### config.mk
export PLATFORM = sky130hd
export DESIGN_NAME = push_button_reset_timer
export DESIGN_NICKNAME = d
export VERILOG_FILES = /design/src/design/pb_sync2.v /design/src/design/push_button_reset_timer.v
export VERILOG_INCLUDE_DIRS = /design/src /design/src/design
export SDC_FILE = /design/constraint.sdc
export NUM_CORES = 1
export LEC_CHECK = 0
export ABC_AREA = 1
export BUFFER_PORTS_ARGS = -buffer_cell sky130_fd_sc_hd__buf_2
export CORE_MARGIN = 1
export CORE_UTILIZATION = 40
export DETAILED_ROUTE_END_ITERATION = 10
export PLACE_DENSITY = 0.63
export SYNTH_ARGS = -nofsm -noshare
export SYNTH_HDL_FRONTEND = slang
export SYNTH_HIERARCHICAL = 1
export SYNTH_SLANG_ARGS = --single-unit
### constraint.sdc
create_clock -name core_clk -period 8.2 [get_ports core_clk]
set_clock_uncertainty 0.15 [all_clocks]
set_input_delay 0.82 -clock core_clk [delete_from_list [all_inputs] [get_ports core_clk]]
set_output_delay 0.82 -clock core_clk [all_outputs]
set_load 0.02 [all_outputs]
### src/design/pb_reset_regs.vh
// Constants for the push-button reset timer: variants, timing, states.
// Assumes inclusion by bare name from design files; definitions only.
`ifndef PB_RESET_REGS_VH
`define PB_RESET_REGS_VH

// ----------------------------------------------------------------------
// Behaviour variants
// ----------------------------------------------------------------------
`define VAR_SINGLE_FIXED   2'h0
`define VAR_DUAL_FIXED     2'h1
`define VAR_DUAL_LEVEL     2'h2

// ----------------------------------------------------------------------
// Timing figures (ms) and clock rate
// ----------------------------------------------------------------------
`define CLK_HZ             25000000
`define CYC_PER_MS         25000
`define HOLD_LONG_MS       7500
`define HOLD_ALT_MS        12500
`define PULSE_MS           400
`define HOLD_MIN_MS        6000
`define PULSE_MIN_MS       320
`define CNT_W              32
`define CNT_ONE            32'h00000001
`define CNT_ZERO           32'h00000000
`define TS_WIN_CYC         2'h3
`define TS_WIN_ONE         2'h1
`define TS_WIN_ZERO        2'h0

// ----------------------------------------------------------------------
// Sequencer states
// ----------------------------------------------------------------------
`define ST_IDLE            2'h0
`define ST_HOLD            2'h1
`define ST_PULSE           2'h2
`define ST_WAIT_REL        2'h3

`endif

### src/design/pb_sync2.v
// Two-flop synchroniser for asynchronous pin levels.
// Assumes one clock; first stage is read only by the second.
`timescale 1ns/1ns
`default_nettype none

module pb_sync2 #(
  parameter RST_VAL = 1'b1
) (
  input  wire core_clk,   // Core clock
  input  wire srst,       // Sync reset, high
  input  wire d_async,    // Raw pin level
  output reg  q_r         // Synchronised level
);

  reg meta_r;

  // ----------------------------------------------------------------------
  // Two-stage capture
  // ----------------------------------------------------------------------
  always @(posedge core_clk) begin
    if (srst) begin
      meta_r <= RST_VAL;
      q_r    <= RST_VAL;
    end else begin
      meta_r <= d_async;
      q_r    <= meta_r;
    end
  end

endmodule // pb_sync2

`default_nettype wire

### src/design/push_button_reset_timer.v
// Push-button reset timer: waits for buttons held low for a long delay, then
// drives an active-low open-drain reset. Assumes buttons and select
// are asynchronous pins and that the board supplies the pull-ups.
`timescale 1ns/1ns
`default_nettype none
`include "pb_reset_regs.vh"

module push_button_reset_timer #(
  parameter [1:0]          VARIANT     = `VAR_DUAL_FIXED,
  parameter [`CNT_W-1:0]   HOLD_SEL0   = `HOLD_LONG_MS * `CYC_PER_MS,
  parameter [`CNT_W-1:0]   HOLD_SEL1   = `HOLD_ALT_MS * `CYC_PER_MS,
  parameter [`CNT_W-1:0]   PULSE_CYC   = `PULSE_MS * `CYC_PER_MS
) (
  input  wire core_clk,      // 25 MHz core clock
  input  wire srst,          // Sync reset, active high
  input  wire button_in_a,   // Button A, active low, async
  input  wire button_in_b,   // Button B, active low, async
  input  wire timer_select,  // Hold delay strap, async
  output wire rst_out,       // Open-drain output level (always 0)
  output reg  rst_oe_n_r,    // Low while driving reset low
  output reg  rst_active_r   // Reset asserted, active high
);

  // ----------------------------------------------------------------------
  // Sequencer state codes
  // ----------------------------------------------------------------------
  // Shortened hold and pulse counts are for simulation only
  localparam [1:0] S_IDLE     = `ST_IDLE;
  localparam [1:0] S_HOLD     = `ST_HOLD;
  localparam [1:0] S_PULSE    = `ST_PULSE;
  localparam [1:0] S_WAIT_REL = `ST_WAIT_REL;

  wire a_s;
  wire b_s;
  wire ts_s;
  wire ts_win_open;
  wire pulse_nxt;

  reg [1:0]         state_r;
  reg [1:0]         state_nxt;
  reg [`CNT_W-1:0]  cnt_r;
  reg [`CNT_W-1:0]  cnt_nxt;
  reg               ts_r;
  reg               ts_nxt;
  reg [1:0]         ts_win_r;

  // ----------------------------------------------------------------------
  // Pin synchronisers
  // ----------------------------------------------------------------------
  pb_sync2 #(.RST_VAL(1'b1)) u_sync_a (
    .core_clk (core_clk),
    .srst     (srst),
    .d_async  (button_in_a),
    .q_r      (a_s)
  );

  pb_sync2 #(.RST_VAL(1'b1)) u_sync_b (
    .core_clk (core_clk),
    .srst     (srst),
    .d_async  (button_in_b),
    .q_r      (b_s)
  );

  pb_sync2 #(.RST_VAL(1'b0)) u_sync_ts (
    .core_clk (core_clk),
    .srst     (srst),
    .d_async  (timer_select),
    .q_r      (ts_s)
  );

  // Qualifying low: single variant watches A only
  function cond_low;
    input [1:0] var_sel;
    input       a;
    input       b;
    begin
      if (var_sel == `VAR_SINGLE_FIXED)
        cond_low = ~a;
      else
        cond_low = ~a & ~b;
    end
  endfunction

  // Hold delay chosen from latched select
  function [`CNT_W-1:0] hold_cyc;
    input sel;
    begin
      hold_cyc = sel ? HOLD_SEL1 : HOLD_SEL0;
    end
  endfunction

  // Counter step, shared by hold and pulse timing
  function [`CNT_W-1:0] cnt_inc;
    input [`CNT_W-1:0] cnt;
    begin
      cnt_inc = cnt + `CNT_ONE;
    end
  endfunction

  wire low_now = cond_low(VARIANT, a_s, b_s);

  // Power-up capture window still open
  assign ts_win_open = (ts_win_r != `TS_WIN_ZERO);

  // ----------------------------------------------------------------------
  // Sequencer next state
  // ----------------------------------------------------------------------
  always @* begin
    state_nxt = state_r;
    cnt_nxt   = cnt_r;
    ts_nxt    = ts_r;
    // select sampled while released or at start
    if (!low_now || ts_win_open)
      ts_nxt = ts_s;
    case (state_r)
      S_IDLE: begin
        cnt_nxt = `CNT_ZERO;
        if (low_now)
          state_nxt = S_HOLD;
      end
      S_HOLD: begin
        if (!low_now) begin
          state_nxt = S_IDLE;
          cnt_nxt   = `CNT_ZERO;
        end else if (cnt_inc(cnt_r) >= hold_cyc(ts_r)) begin
          state_nxt = S_PULSE;
          cnt_nxt   = `CNT_ZERO;
        end else begin
          cnt_nxt = cnt_inc(cnt_r);
        end
      end
      S_PULSE: begin
        if (VARIANT == `VAR_DUAL_LEVEL) begin
          if (!low_now)
            state_nxt = S_IDLE;
        end else begin
          if (cnt_inc(cnt_r) >= PULSE_CYC) begin
            state_nxt = S_WAIT_REL;
            cnt_nxt   = `CNT_ZERO;
          end else begin
            cnt_nxt = cnt_inc(cnt_r);
          end
        end
      end
      S_WAIT_REL: begin
        cnt_nxt = `CNT_ZERO;
        if (!low_now)
          state_nxt = S_IDLE;
      end
      default: begin
        state_nxt = S_IDLE;
        cnt_nxt   = `CNT_ZERO;
      end
    endcase
  end

  // Reset pin is driven for the whole pulse state
  assign pulse_nxt = (state_nxt == S_PULSE);

  // ----------------------------------------------------------------------
  // State registers
  // ----------------------------------------------------------------------
  always @(posedge core_clk) begin
    if (srst) begin
      state_r <= S_IDLE;
      cnt_r   <= `CNT_ZERO;
      ts_r    <= 1'b0;
    end else begin
      state_r <= state_nxt;
      cnt_r   <= cnt_nxt;
      ts_r    <= ts_nxt;
    end
  end

  // ----------------------------------------------------------------------
  // Power-up select window
  // ----------------------------------------------------------------------
  // Open until the select synchroniser has flushed its reset value; a
  // shorter window would latch that reset value rather than the strap
  // whenever the buttons are already down when reset lifts
  // power-up select capture
  always @(posedge core_clk) begin
    if (srst) begin
      ts_win_r <= `TS_WIN_CYC;
    end else if (ts_win_open) begin
      ts_win_r <= ts_win_r - `TS_WIN_ONE;
    end
  end

  // ----------------------------------------------------------------------
  // Output drive
  // ----------------------------------------------------------------------
  // Taken from the next state so the pin moves on the same edge as the
  // sequencer, straight out of a flip-flop and free of decode glitches
  always @(posedge core_clk) begin
    if (srst) begin
      rst_oe_n_r   <= 1'b1;
      rst_active_r <= 1'b0;
    end else begin
      rst_oe_n_r   <= ~pulse_nxt;
      rst_active_r <= pulse_nxt;
    end
  end

  // Open drain only ever pulls low; the pull-up gives the high level
  assign rst_out = 1'b0;

endmodule // push_button_reset_timer

`default_nettype wire

; Word level (Yosys, flattened, before mapping)
; Index checks and enable logic that the tools add are counted.
[classes]
addsub = 2
n_lt_le_gt_ge = 2
n_eq_ne = 4
n_mux = 11
bitwise_logic = 4
reduce_logical = 5
[ops]
columns = cell, count
row1 = $mux W32, 3
row2 = $pmux W32 S3, 1
row3 = $add A32 B1 Y32 const B, 1
row4 = $ge A32 B24 Y1 const B, 1
row5 = $ge A32 B29 Y1, 1
row6 = $mux W29, 1
row7 = $mux W2, 5
row8 = $pmux W2 S4, 1
row9 = $eq A2 B2 Y1 const B, 3
row10 = $not A1 Y1, 3
row11 = $eq A2 B1 Y1 const B, 1
row12 = $logic_not A2 Y1, 1
row13 = $reduce_bool A2 Y1, 1
row14 = $reduce_or A2 Y1, 1
row15 = $sub A2 B1 Y2 const B, 1
row16 = $and A1 B1 Y1, 1
row17 = $logic_not A1 Y1, 1
row18 = $logic_or A1 B1 Y1, 1
[word_totals]
reg_bits = 45
in_bits = 5
out_inout_bits = 3
elab_cells = 40

; Longest topological paths before layout
; Gate-level depths: netlist (run 1).
[depth]
depth_word = 7
ltp_mapped = 22

; Cells and area by module
; The synthesis (run 1) kept the hierarchy.
[by_module_without_submodules]
columns = module, n_inst, cells_per_inst, area_per_inst_um2, seq_area_each_um2
row1 = push_button_reset_timer, 1, 479, 2895.3, 780.7
row2 = pb_sync2 at u_sync_a ..., 2, 7, 58.8, 40.0
row3 = pb_sync2 at u_sync_ts, 1, 6, 55.1, 40.0

; Least setup slack after synthesis (run 1)
; Ideal clock, no wire load.
[synth_path]
path_type = register to register
startpoint = register cnt_r[0]
endpoint = register cnt_r[0]
arrival_ns = 2.561
required_ns = 7.933
slack_ns = 5.373
stages_incl_launch_ff = 23
n_path_buf = 2
cell_sequence = dfxtp_1 -> ha_1 -> nand2_2 -> nor2_8 -> nand2_4 -> nor3_1 -> nand2_1 -> nand2_1 -> inv_1 -> ha_1 -> nand2_1 -> inv_1 -> nand2_1 -> nor2_1 -> nand2_1 -> a21oi_1 -> nor2_2 -> nand3_2 -> o21ai_2 -> nand2_1 -> buf_6 -> buf_8 -> nor2_2
[synth_between]
elab_chain_len = 5
word_cells_on_any_way = 7
cone_classes = 1 x add/sub / 2 x order compare / 4 x mux
[synth_rtl]
columns = element, line_no
row1 = start: declaration, push_button_reset_timer.v:41  ; reg [`CNT_W-1:0] cnt_r;
row2 = start signal: assignment, push_button_reset_timer.v:166  ; cnt_r <= `CNT_ZERO;
row3 = start signal: assignment, push_button_reset_timer.v:170  ; cnt_r <= cnt_nxt;
row4 = $add A32 B1 Y32 (no line) *, n/a
row5 = $ge A32 B29 Y1, push_button_reset_timer.v:125  ; end else if (cnt_inc(cnt_r) >= hold_cyc(ts_r)) begin
row6 = $mux W32, push_button_reset_timer.v:125
row7 = $mux W32, push_button_reset_timer.v:122  ; if (!low_now) begin
row8 = $pmux W32 S3 *, push_button_reset_timer.v:115  ; case (state_r)
; Mark *: on every way between the ends. The rest lies on a longest branch, timed or not.
; A chain may end at the register's enable or synchronous reset.

; Worst setup path after layout (run 1)
[layout_path]
startpoint = register cnt_r[0]
endpoint = register cnt_r[13]
; The elaborated chain is that of the path after synthesis.

==> impl_metrics.yaml, run 1 <==
grt:
  gr-total-overflow: 0
  track_usage: 0.204
  antenna_found_initial: 0
  grt_pass1_vias: 2709
  grt_pass1_wl_um: 12400
  grt_start_max_net_pins: 30
placed_design:
  place_inst: 604
  gp_congestion: 0.865
  place_area_sq_um: 3200
  pre_cts_ws_ps: 4980
  place_hpwl_um: 5850
  portBuffers: 6
worst_setup_path:
  end_kind: "flop"
  cp.required_ps: 8240
  worstPathCellList: "ha_1 -> nand2_2 -> nor2_8 -> nand2_4 -> nor3_1 -> nand2_1 -> nand2_1 -> inv_1 -> ha_1 -> nand2_1 -> inv_1 -> nand2_1 -> nor2_1 -> nand2_1 -> a21oi_1 -> nor2_2 -> nand3_2 -> o21ai_2 -> nand2_1 -> buf_4 -> nor2_1"
  worstSetupPathType: "reg -> reg"
  start_kind: "flop"
  critPathTopFamily: "simple AND/OR/NAND/NOR gates"
  cp_max_fo: 29
  crit_slowest_cell: "dfxtp_1"
  critPathMaxStageDelay_ps: 410
  cpMostUsedCell: "nand2_1"
  cp.arrival_ps: 3280
  crit_buf_inv: 3
layout:
  instances_no_fill: 612
  postLayoutCellArea_sq_um: 3290
  seq_area_sq_um: 901
  mostFrequentLayoutCell: "nand2_1"
  antenna_cells: 0
  multi_input_area_sq_um: 1820
  most-common-layout-cells: "nand2_1, nor2_1, inv_1, dfxtp_1, nand3_1"
  nets: 532
  n_fill_cell: 762
  drive_gt1_frac: 0.101
  syn_to_final_growth_pct: 7.30
drt:
  drtAntennaViolNets: 0
  routed_wl_um: 7200
  vias: 2918
  post_drt_wl_per_cell_um: 11.8
  drc: 0
  drt_iter0_drc: 143
  vias_per_cell: 4.77
  dr.pass1.iters: 4
timing:
  setup_viol: 0
  drv_slew: 0
  setup_tns_ps: 0
  fmaxAchievable_mhz: 308
  hold_viol: 0
  fin_ws_ps: 4960
  fin_crit_sh: 0.396
  timing.final.crit_period_ps: 3240
  rsz0062_at_grt: "false"
logic_synthesis:
  synth_largest_area_cell: "dfxtp_1"
  syn_area_per_cell_sq_um: 6.15
  synth.distinct_cells: 33
  synth_seq_area_share: 0.294
  yosys_warnings: 6
  synth_area_leaders: "dfxtp_1, nand2_1, nor2_1"
  netlist.area_leader.share: 0.294
  synth_edf_count: 0
  syn_area_sq_um: 3070
  ys_ff_latch: 45
  async_flop_share: 0
  synthCells: 499
  synthFlopType: "dfxtp_1"
pwr:
  power_density_nw_per_um2: 119
  peakVddDrop_mv: 0.0630
  power_uw: 392
  p_leak_nw: 1.57
clock_network:
  cts_buffers: 5
  htree_num_levels: 2
  cts_buffer_depth: 2
  insertion_delay_ps: 310
  cts_resized: 0
  clock-sinks: 45
  cts_hold_buffers: 0
  cts_setup_buffers: 0
  cts_tree: "yes"
  path_clk_slew_ps: 100
  root_buffer: "clkbuf_8"
run:
  cap_violations: 0
floorplan:
  ios: 8
  rows: 31
  fp.dieH_um: 89.6
  fp.coreArea_sq_um: 7330
  dieArea_sq_um: 8020
  die_w_um: 89.6
  initial_core_util: 0.419
outcome:
  status: "completed"
hold_path:
  hold_class: "reg -> reg"
cell usage after synthesis, types with 2 or more instances:
library cell,n
nor3_1,7
nor2_8,2
ha_1,15
or2_2,2
inv_1,83
dfxtp_1,45
nand2_2,6
nor2_2,15
nand4_1,8
a21oi_1,8
a21o_1,3
o21ai_0,4
nand3_1,37
nor2_4,3
o21ai_1,4
nand2_4,2
nor2_1,86
nand2_1,147
inv_2,3
xor2_2,2
o21bai_1,3
nand3b_1,3
through the flow:
| stage | hold slack (ps) | util |
|---|---|---|
| after CTS | 256 | 0.449 |
| after global placement | 235 | 0.437 |
| after floorplan | 230 | - |
| after detailed placement | 247 | 0.437 |
| after global routing | 288 | 0.449 |
| final | 257 | 0.449 |
sequential cells by signal, indices dropped and copies added (netlist names):
| name | flops |
|---|---|
| rst_active_r | 1 |
| rst_oe_n_r | 1 |
| u_sync_a/q_r | 1 |
| cnt_r | 32 |
| ts_r | 1 |
| ts_win_r | 2 |
| u_sync_b/q_r | 1 |
| u_sync_ts/meta_r | 1 |
| u_sync_b/meta_r | 1 |
| state_r | 2 |
| u_sync_ts/q_r | 1 |
| u_sync_a/meta_r | 1 |
worst register-to-register path, cell delays in order (launching register included):
cell and delay [ps]:
dfxtp_1 410, ha_1 250, nand2_2 130, nor2_8 170, nand2_4 90, nor3_1 240, nand2_1 80, nand2_1 130
inv_1 60, ha_1 260, nand2_1 40, inv_1 40, nand2_1 40, nor2_1 90, nand2_1 80, a21oi_1 160
nor2_2 70, nand3_2 80, o21ai_2 50, nand2_1 50, buf_4 350, nor2_1 90
area by class of cell:
| class | count | area share |
|---|---|---|
| well taps | 99 | 0.0376 |
| flip-flops and latches | 45 | 0.274 |
| clock inverters | 3 | 0.00646 |
| repair buffers | 7 | 0.0114 |
| inverters | 86 | 0.0981 |
| clock buffers | 5 | 0.0209 |
| multi-input cells | 367 | 0.552 |
worst paths after layout:
| path | cells past startpoint | endpoint | slack, ps | from |
|---|---|---|---|---|
| setup / recovery | 21 | cnt_r[13]$_SDFF_PP0_ | 4960 | cnt_r[0]$_SDFF_PP0_ |
| hold / removal | 2 | u_sync_b/q_r$_SDFF_PP1_ | 260 | u_sync_b/meta_r$_SDFF_PP1_ |
| setup reg to reg | 21 | cnt_r[13]$_SDFF_PP0_ | 4960 | cnt_r[0]$_SDFF_PP0_ |
| hold reg to reg | 2 | u_sync_b/q_r$_SDFF_PP1_ | 260 | u_sync_b/meta_r$_SDFF_PP1_ |
layer usage:
layer / vias to the layer above / wire, um / GRT usage
li1: 1545 / - / -
met1: 1319 / 3410 / 0.257
met2: 43 / 3400 / 0.351
met3: 11 / 240 / 0.0311
met4: 0 / 161 / 0.0794
met5: - / 0 / 0
cell families (layout without fill, tap and decap cells):
logic type / count (synthesis) / in the layout / synth area share
xor+xnor: 3 / 3 / 0.0135
flops: 45 / 45 / 0.294
buf+inv: 90 / 101 / 0.118
simple gates: 321 / 321 / 0.466
compound gates: 24 / 24 / 0.0465
other cells: 1 / 4 / 0.00122
fa+ha+maj: 15 / 15 / 0.0612
where the power goes:
part           switching [mW]  internal (mW)  total, mW
registers             0.00270          0.224      0.227
logic                  0.0125        0.00730     0.0198
clock network          0.0850         0.0606      0.146
total                   0.100          0.292      0.392
(Power assumes the default switching activity.)
==> run 2, diff against run 1 <==
--- a/config.mk
+++ b/config.mk
@@ -6,7 +6,7 @@
 export SDC_FILE = /design/constraint.sdc
 export NUM_CORES = 1
 export LEC_CHECK = 0
-export ABC_AREA = 1
+export ABC_AREA = 0
 export BUFFER_PORTS_ARGS = -buffer_cell sky130_fd_sc_hd__buf_2
 export CORE_MARGIN = 1
 export CORE_UTILIZATION = 40
==> constraint.sdc (replaced) <==
create_clock -name core_clk -period 3 [get_ports core_clk]
set_clock_uncertainty 0.15 [all_clocks]
set_input_delay 0.3 -clock core_clk [delete_from_list [all_inputs] [get_ports core_clk]]
set_output_delay 0.3 -clock core_clk [all_outputs]
set_load 0.02 [all_outputs]
==> run 2 against run 1 <==
Net effect:
- the run now ends with negative setup slack left
- non-clock buffer count is 117 higher
- synthesized cell count is 32% lower
- core utilization is 18 points higher
==> impl_metrics.yaml, run 2 <==
timing:
  fin_crit_sh: 1.17
  fin_ws_ps: -523
  rsz0062_at_grt: "true"
  timing.final.crit_period_ps: 3520
  setup_viol: 33
  fmaxAchievable_mhz: 284
  hold_viol: 0
  drv_slew: 0
  max_slew_margin: 0.585
  worst_pin_slew_ps: 615
hold_path:
  hold_end: "u_sync_a/meta_r$_SDFF_PP1_"
  hp-start: "button_in_a"
  hold_class: "in -> reg"
  holdPathStages: 2
pwr:
  p_leak_nw: 1.86
  power_mw: 1.08
  power_density_nw_per_um2: 237
  peakVddDrop_mv: 0.204
floorplan:
  fp.coreArea_sq_um: 7250
  die_w_um: 88.6
  initial_core_util: 0.414
  ios: 8
  fp.dieH_um: 88.6
  rows: 31
  dieArea_sq_um: 7850
clock_network:
  htree_num_levels: 2
  root_buffer: "clkbuf_8"
  cts_hold_buffers: 0
  path_clk_slew_ps: 100
  cts_buffer_depth: 2
  insertion_delay_ps: 310
  cts_buffers: 5
  cts_tree: "yes"
  clock-sinks: 45
layout:
  n_fill_cell: 585
  mostFrequentLayoutCell: "buf_4"
  top_register: "cnt_r"
  antenna_cells: 0
  largestRegisters: "cnt_r: 32 flops, state_r: 2 flops, ts_win_r: 2 flops"
  drive_gt1_frac: 0.486
  largest_reg_flops: 32
  postLayoutCellArea_sq_um: 4540
  most-common-layout-cells: "buf_4, nand2_1, dfxtp_1, a211oi_2, inv_1"
  nets: 474
  syn_to_final_growth_pct: 51.4
worst_setup_path:
  critPathTopFamily: "compound AO/OA/AOI/OAI gates"
  start_kind: "flop"
  cp.arrival_ps: 3550
  cp_max_fo: 13
  end_kind: "flop"
  crit_buf_inv: 3
  rr_startpoint: "cnt_r[9]$_SDFF_PP0_"
  cp.required_ps: 3030
  worstReg2RegEnd: "cnt_r[15]$_SDFF_PP0_"
  reg2reg_slack_ps: -520
  worstPathCellList: "nand4_1 -> buf_6 -> buf_12 -> nor4_4 -> nand2_1 -> xnor2_1 -> ha_1 -> nor3b_2 -> a211o_1 -> a2111oi_4 -> a311oi_4 -> o21ai_4 -> clkbuf_16 -> a211oi_2"
  critPathMaxStageDelay_ps: 420
  worstSetupPathType: "reg -> reg"
  reg2reg_depth: 14
  crit_slowest_cell: "a2111oi_4"
logic_synthesis:
  syn_area_per_cell_sq_um: 8.83
  synth_edf_count: 0
  synth_seq_area_share: 0.300
  synth_area_leaders: "dfxtp_1, ha_1, a211oi_2"
  synthCells: 340
  synthFlopType: "dfxtp_1"
  synth_largest_area_cell: "dfxtp_1"
  synth.distinct_cells: 63
  async_flop_share: 0
  netlist.area_leader.share: 0.300
  yosys_warnings: 6
  syn_area_sq_um: 3000
  ys_top_cells_by_count: "dfxtp_1, nand2_1, xnor2_1, inv_1, ha_1"
  ys_ff_latch: 45
  yosys.cell_count.top_type: "dfxtp_1"
grt:
  grt_start_max_net_pins: 31
  grt_pass1_vias: 2816
  gr-total-overflow: 0
  track_usage: 0.232
  grt_pass1_wl_um: 13800
  antenna_found_initial: 0
drt:
  dr.pass1.iters: 5
  post_drt_wl_per_cell_um: 17.2
  drt_iter0_drc: 230
  vias_per_cell: 5.71
  drc: 0
  drtAntennaViolNets: 0
  vias: 3162
  routed_wl_um: 9550
run:
  cap_violations: 0
placed_design:
  portBuffers: 6
  pre_cts_ws_ps: -563
  place_area_sq_um: 3930
  place_hpwl_um: 6110
  gp_congestion: 0.871
outcome:
  status: "finished with violations"
  violations: "negative setup slack"
[run 2: kinds of logic (layout without fill, tap and decap cells)]
group,Yosys count,in the layout,synth area share
AND/OR/NAND/NOR,133,133,0.268
multiplexers,4,4,0.0138
AO/OA/AOI/OAI,74,74,0.203
other,1,4,0.00125
flip-flops,45,45,0.300
adder cells (fa/ha/maj),15,15,0.0625
buffers and inverters,37,149,0.0609
XOR/XNOR,31,31,0.0905
[run 2: worst register-to-register path: stages, from the launching register on]
cell and delay [ps]:
dfxtp_1 350, nand4_1 140, buf_6 150, buf_12 130
nor4_4 350, nand2_1 110, xnor2_1 220, ha_1 260
nor3b_2 60, a211o_1 350, a2111oi_4 420, a311oi_4 90
o21ai_4 290, clkbuf_16 250, a211oi_2 70
[run 2: worst max-delay path by stage]
stage / startpoint / endpoint / slack, ps / cells after the start
2_1_floorplan: cnt_r[1]$_SDFF_PP0_ / cnt_r[13]$_SDFF_PP0_ / -390 / 14
3_3_place_gp: cnt_r[15]$_SDFF_PP0_ / cnt_r[7]$_SDFF_PP0_ / -470 / 13
3_5_place_dp: cnt_r[1]$_SDFF_PP0_ / state_r[0]$_SDFF_PP0_ / -560 / 14
4_1_cts: cnt_r[1]$_SDFF_PP0_ / cnt_r[7]$_SDFF_PP0_ / -480 / 14
5_1_grt: cnt_r[1]$_SDFF_PP0_ / cnt_r[27]$_SDFF_PP0_ / -700 / 15
6_report: cnt_r[9]$_SDFF_PP0_ / cnt_r[15]$_SDFF_PP0_ / -520 / 14
[run 2: where the power goes]
group / total, mW / internal (mW) / switching (mW)
Sequential: 0.608 / 0.603 / 0.00535
Combinational: 0.0611 / 0.0252 / 0.0360
Clock: 0.406 / 0.170 / 0.236
Total: 1.08 / 0.798 / 0.277
[run 2: what timing repair did]
item / CTS / global route
pin swaps: 9 / 24
cloned: 0 / 2
gates resized for setup: 22 / 38
buffers inserted: 12 / 11
setup endpoints to repair: 33 / 33
[run 2: stage by stage]
step | cells | hold WS [ps] | setup TNS, ps | utilization
2_1_floorplan | 343 | 221 | -9640 | -
3_3_place_gp | 521 | 240 | -12490 | 0.542
3_5_place_dp | 521 | 247 | -16620 | 0.542
4_1_cts | 541 | 10.1 | -13220 | 0.579
5_1_grt | 554 | 25.6 | -21000 | 0.626
6_report | 554 | 14.5 | -16290 | 0.626
[run 2: layout make-up]
cell class,instances,area [sq um],area share
multi-input cells,261,2290,0.504
repair buffers,124,1030,0.227
flip-flops and latches,45,940,0.207
well taps,99,124,0.0273
clock buffers,5,68.8,0.0151
inverters,17,63.8,0.0140
clock inverters,3,25.0,0.00551
[run 2: per-layer routing]
metal	global-route usage	vias up	routed length, um
met5	0	-	0
met4	0.0924	0	399
met3	0.0410	33	373
met2	0.383	99	4550
met1	0.301	1534	4230
li1	-	1496	-
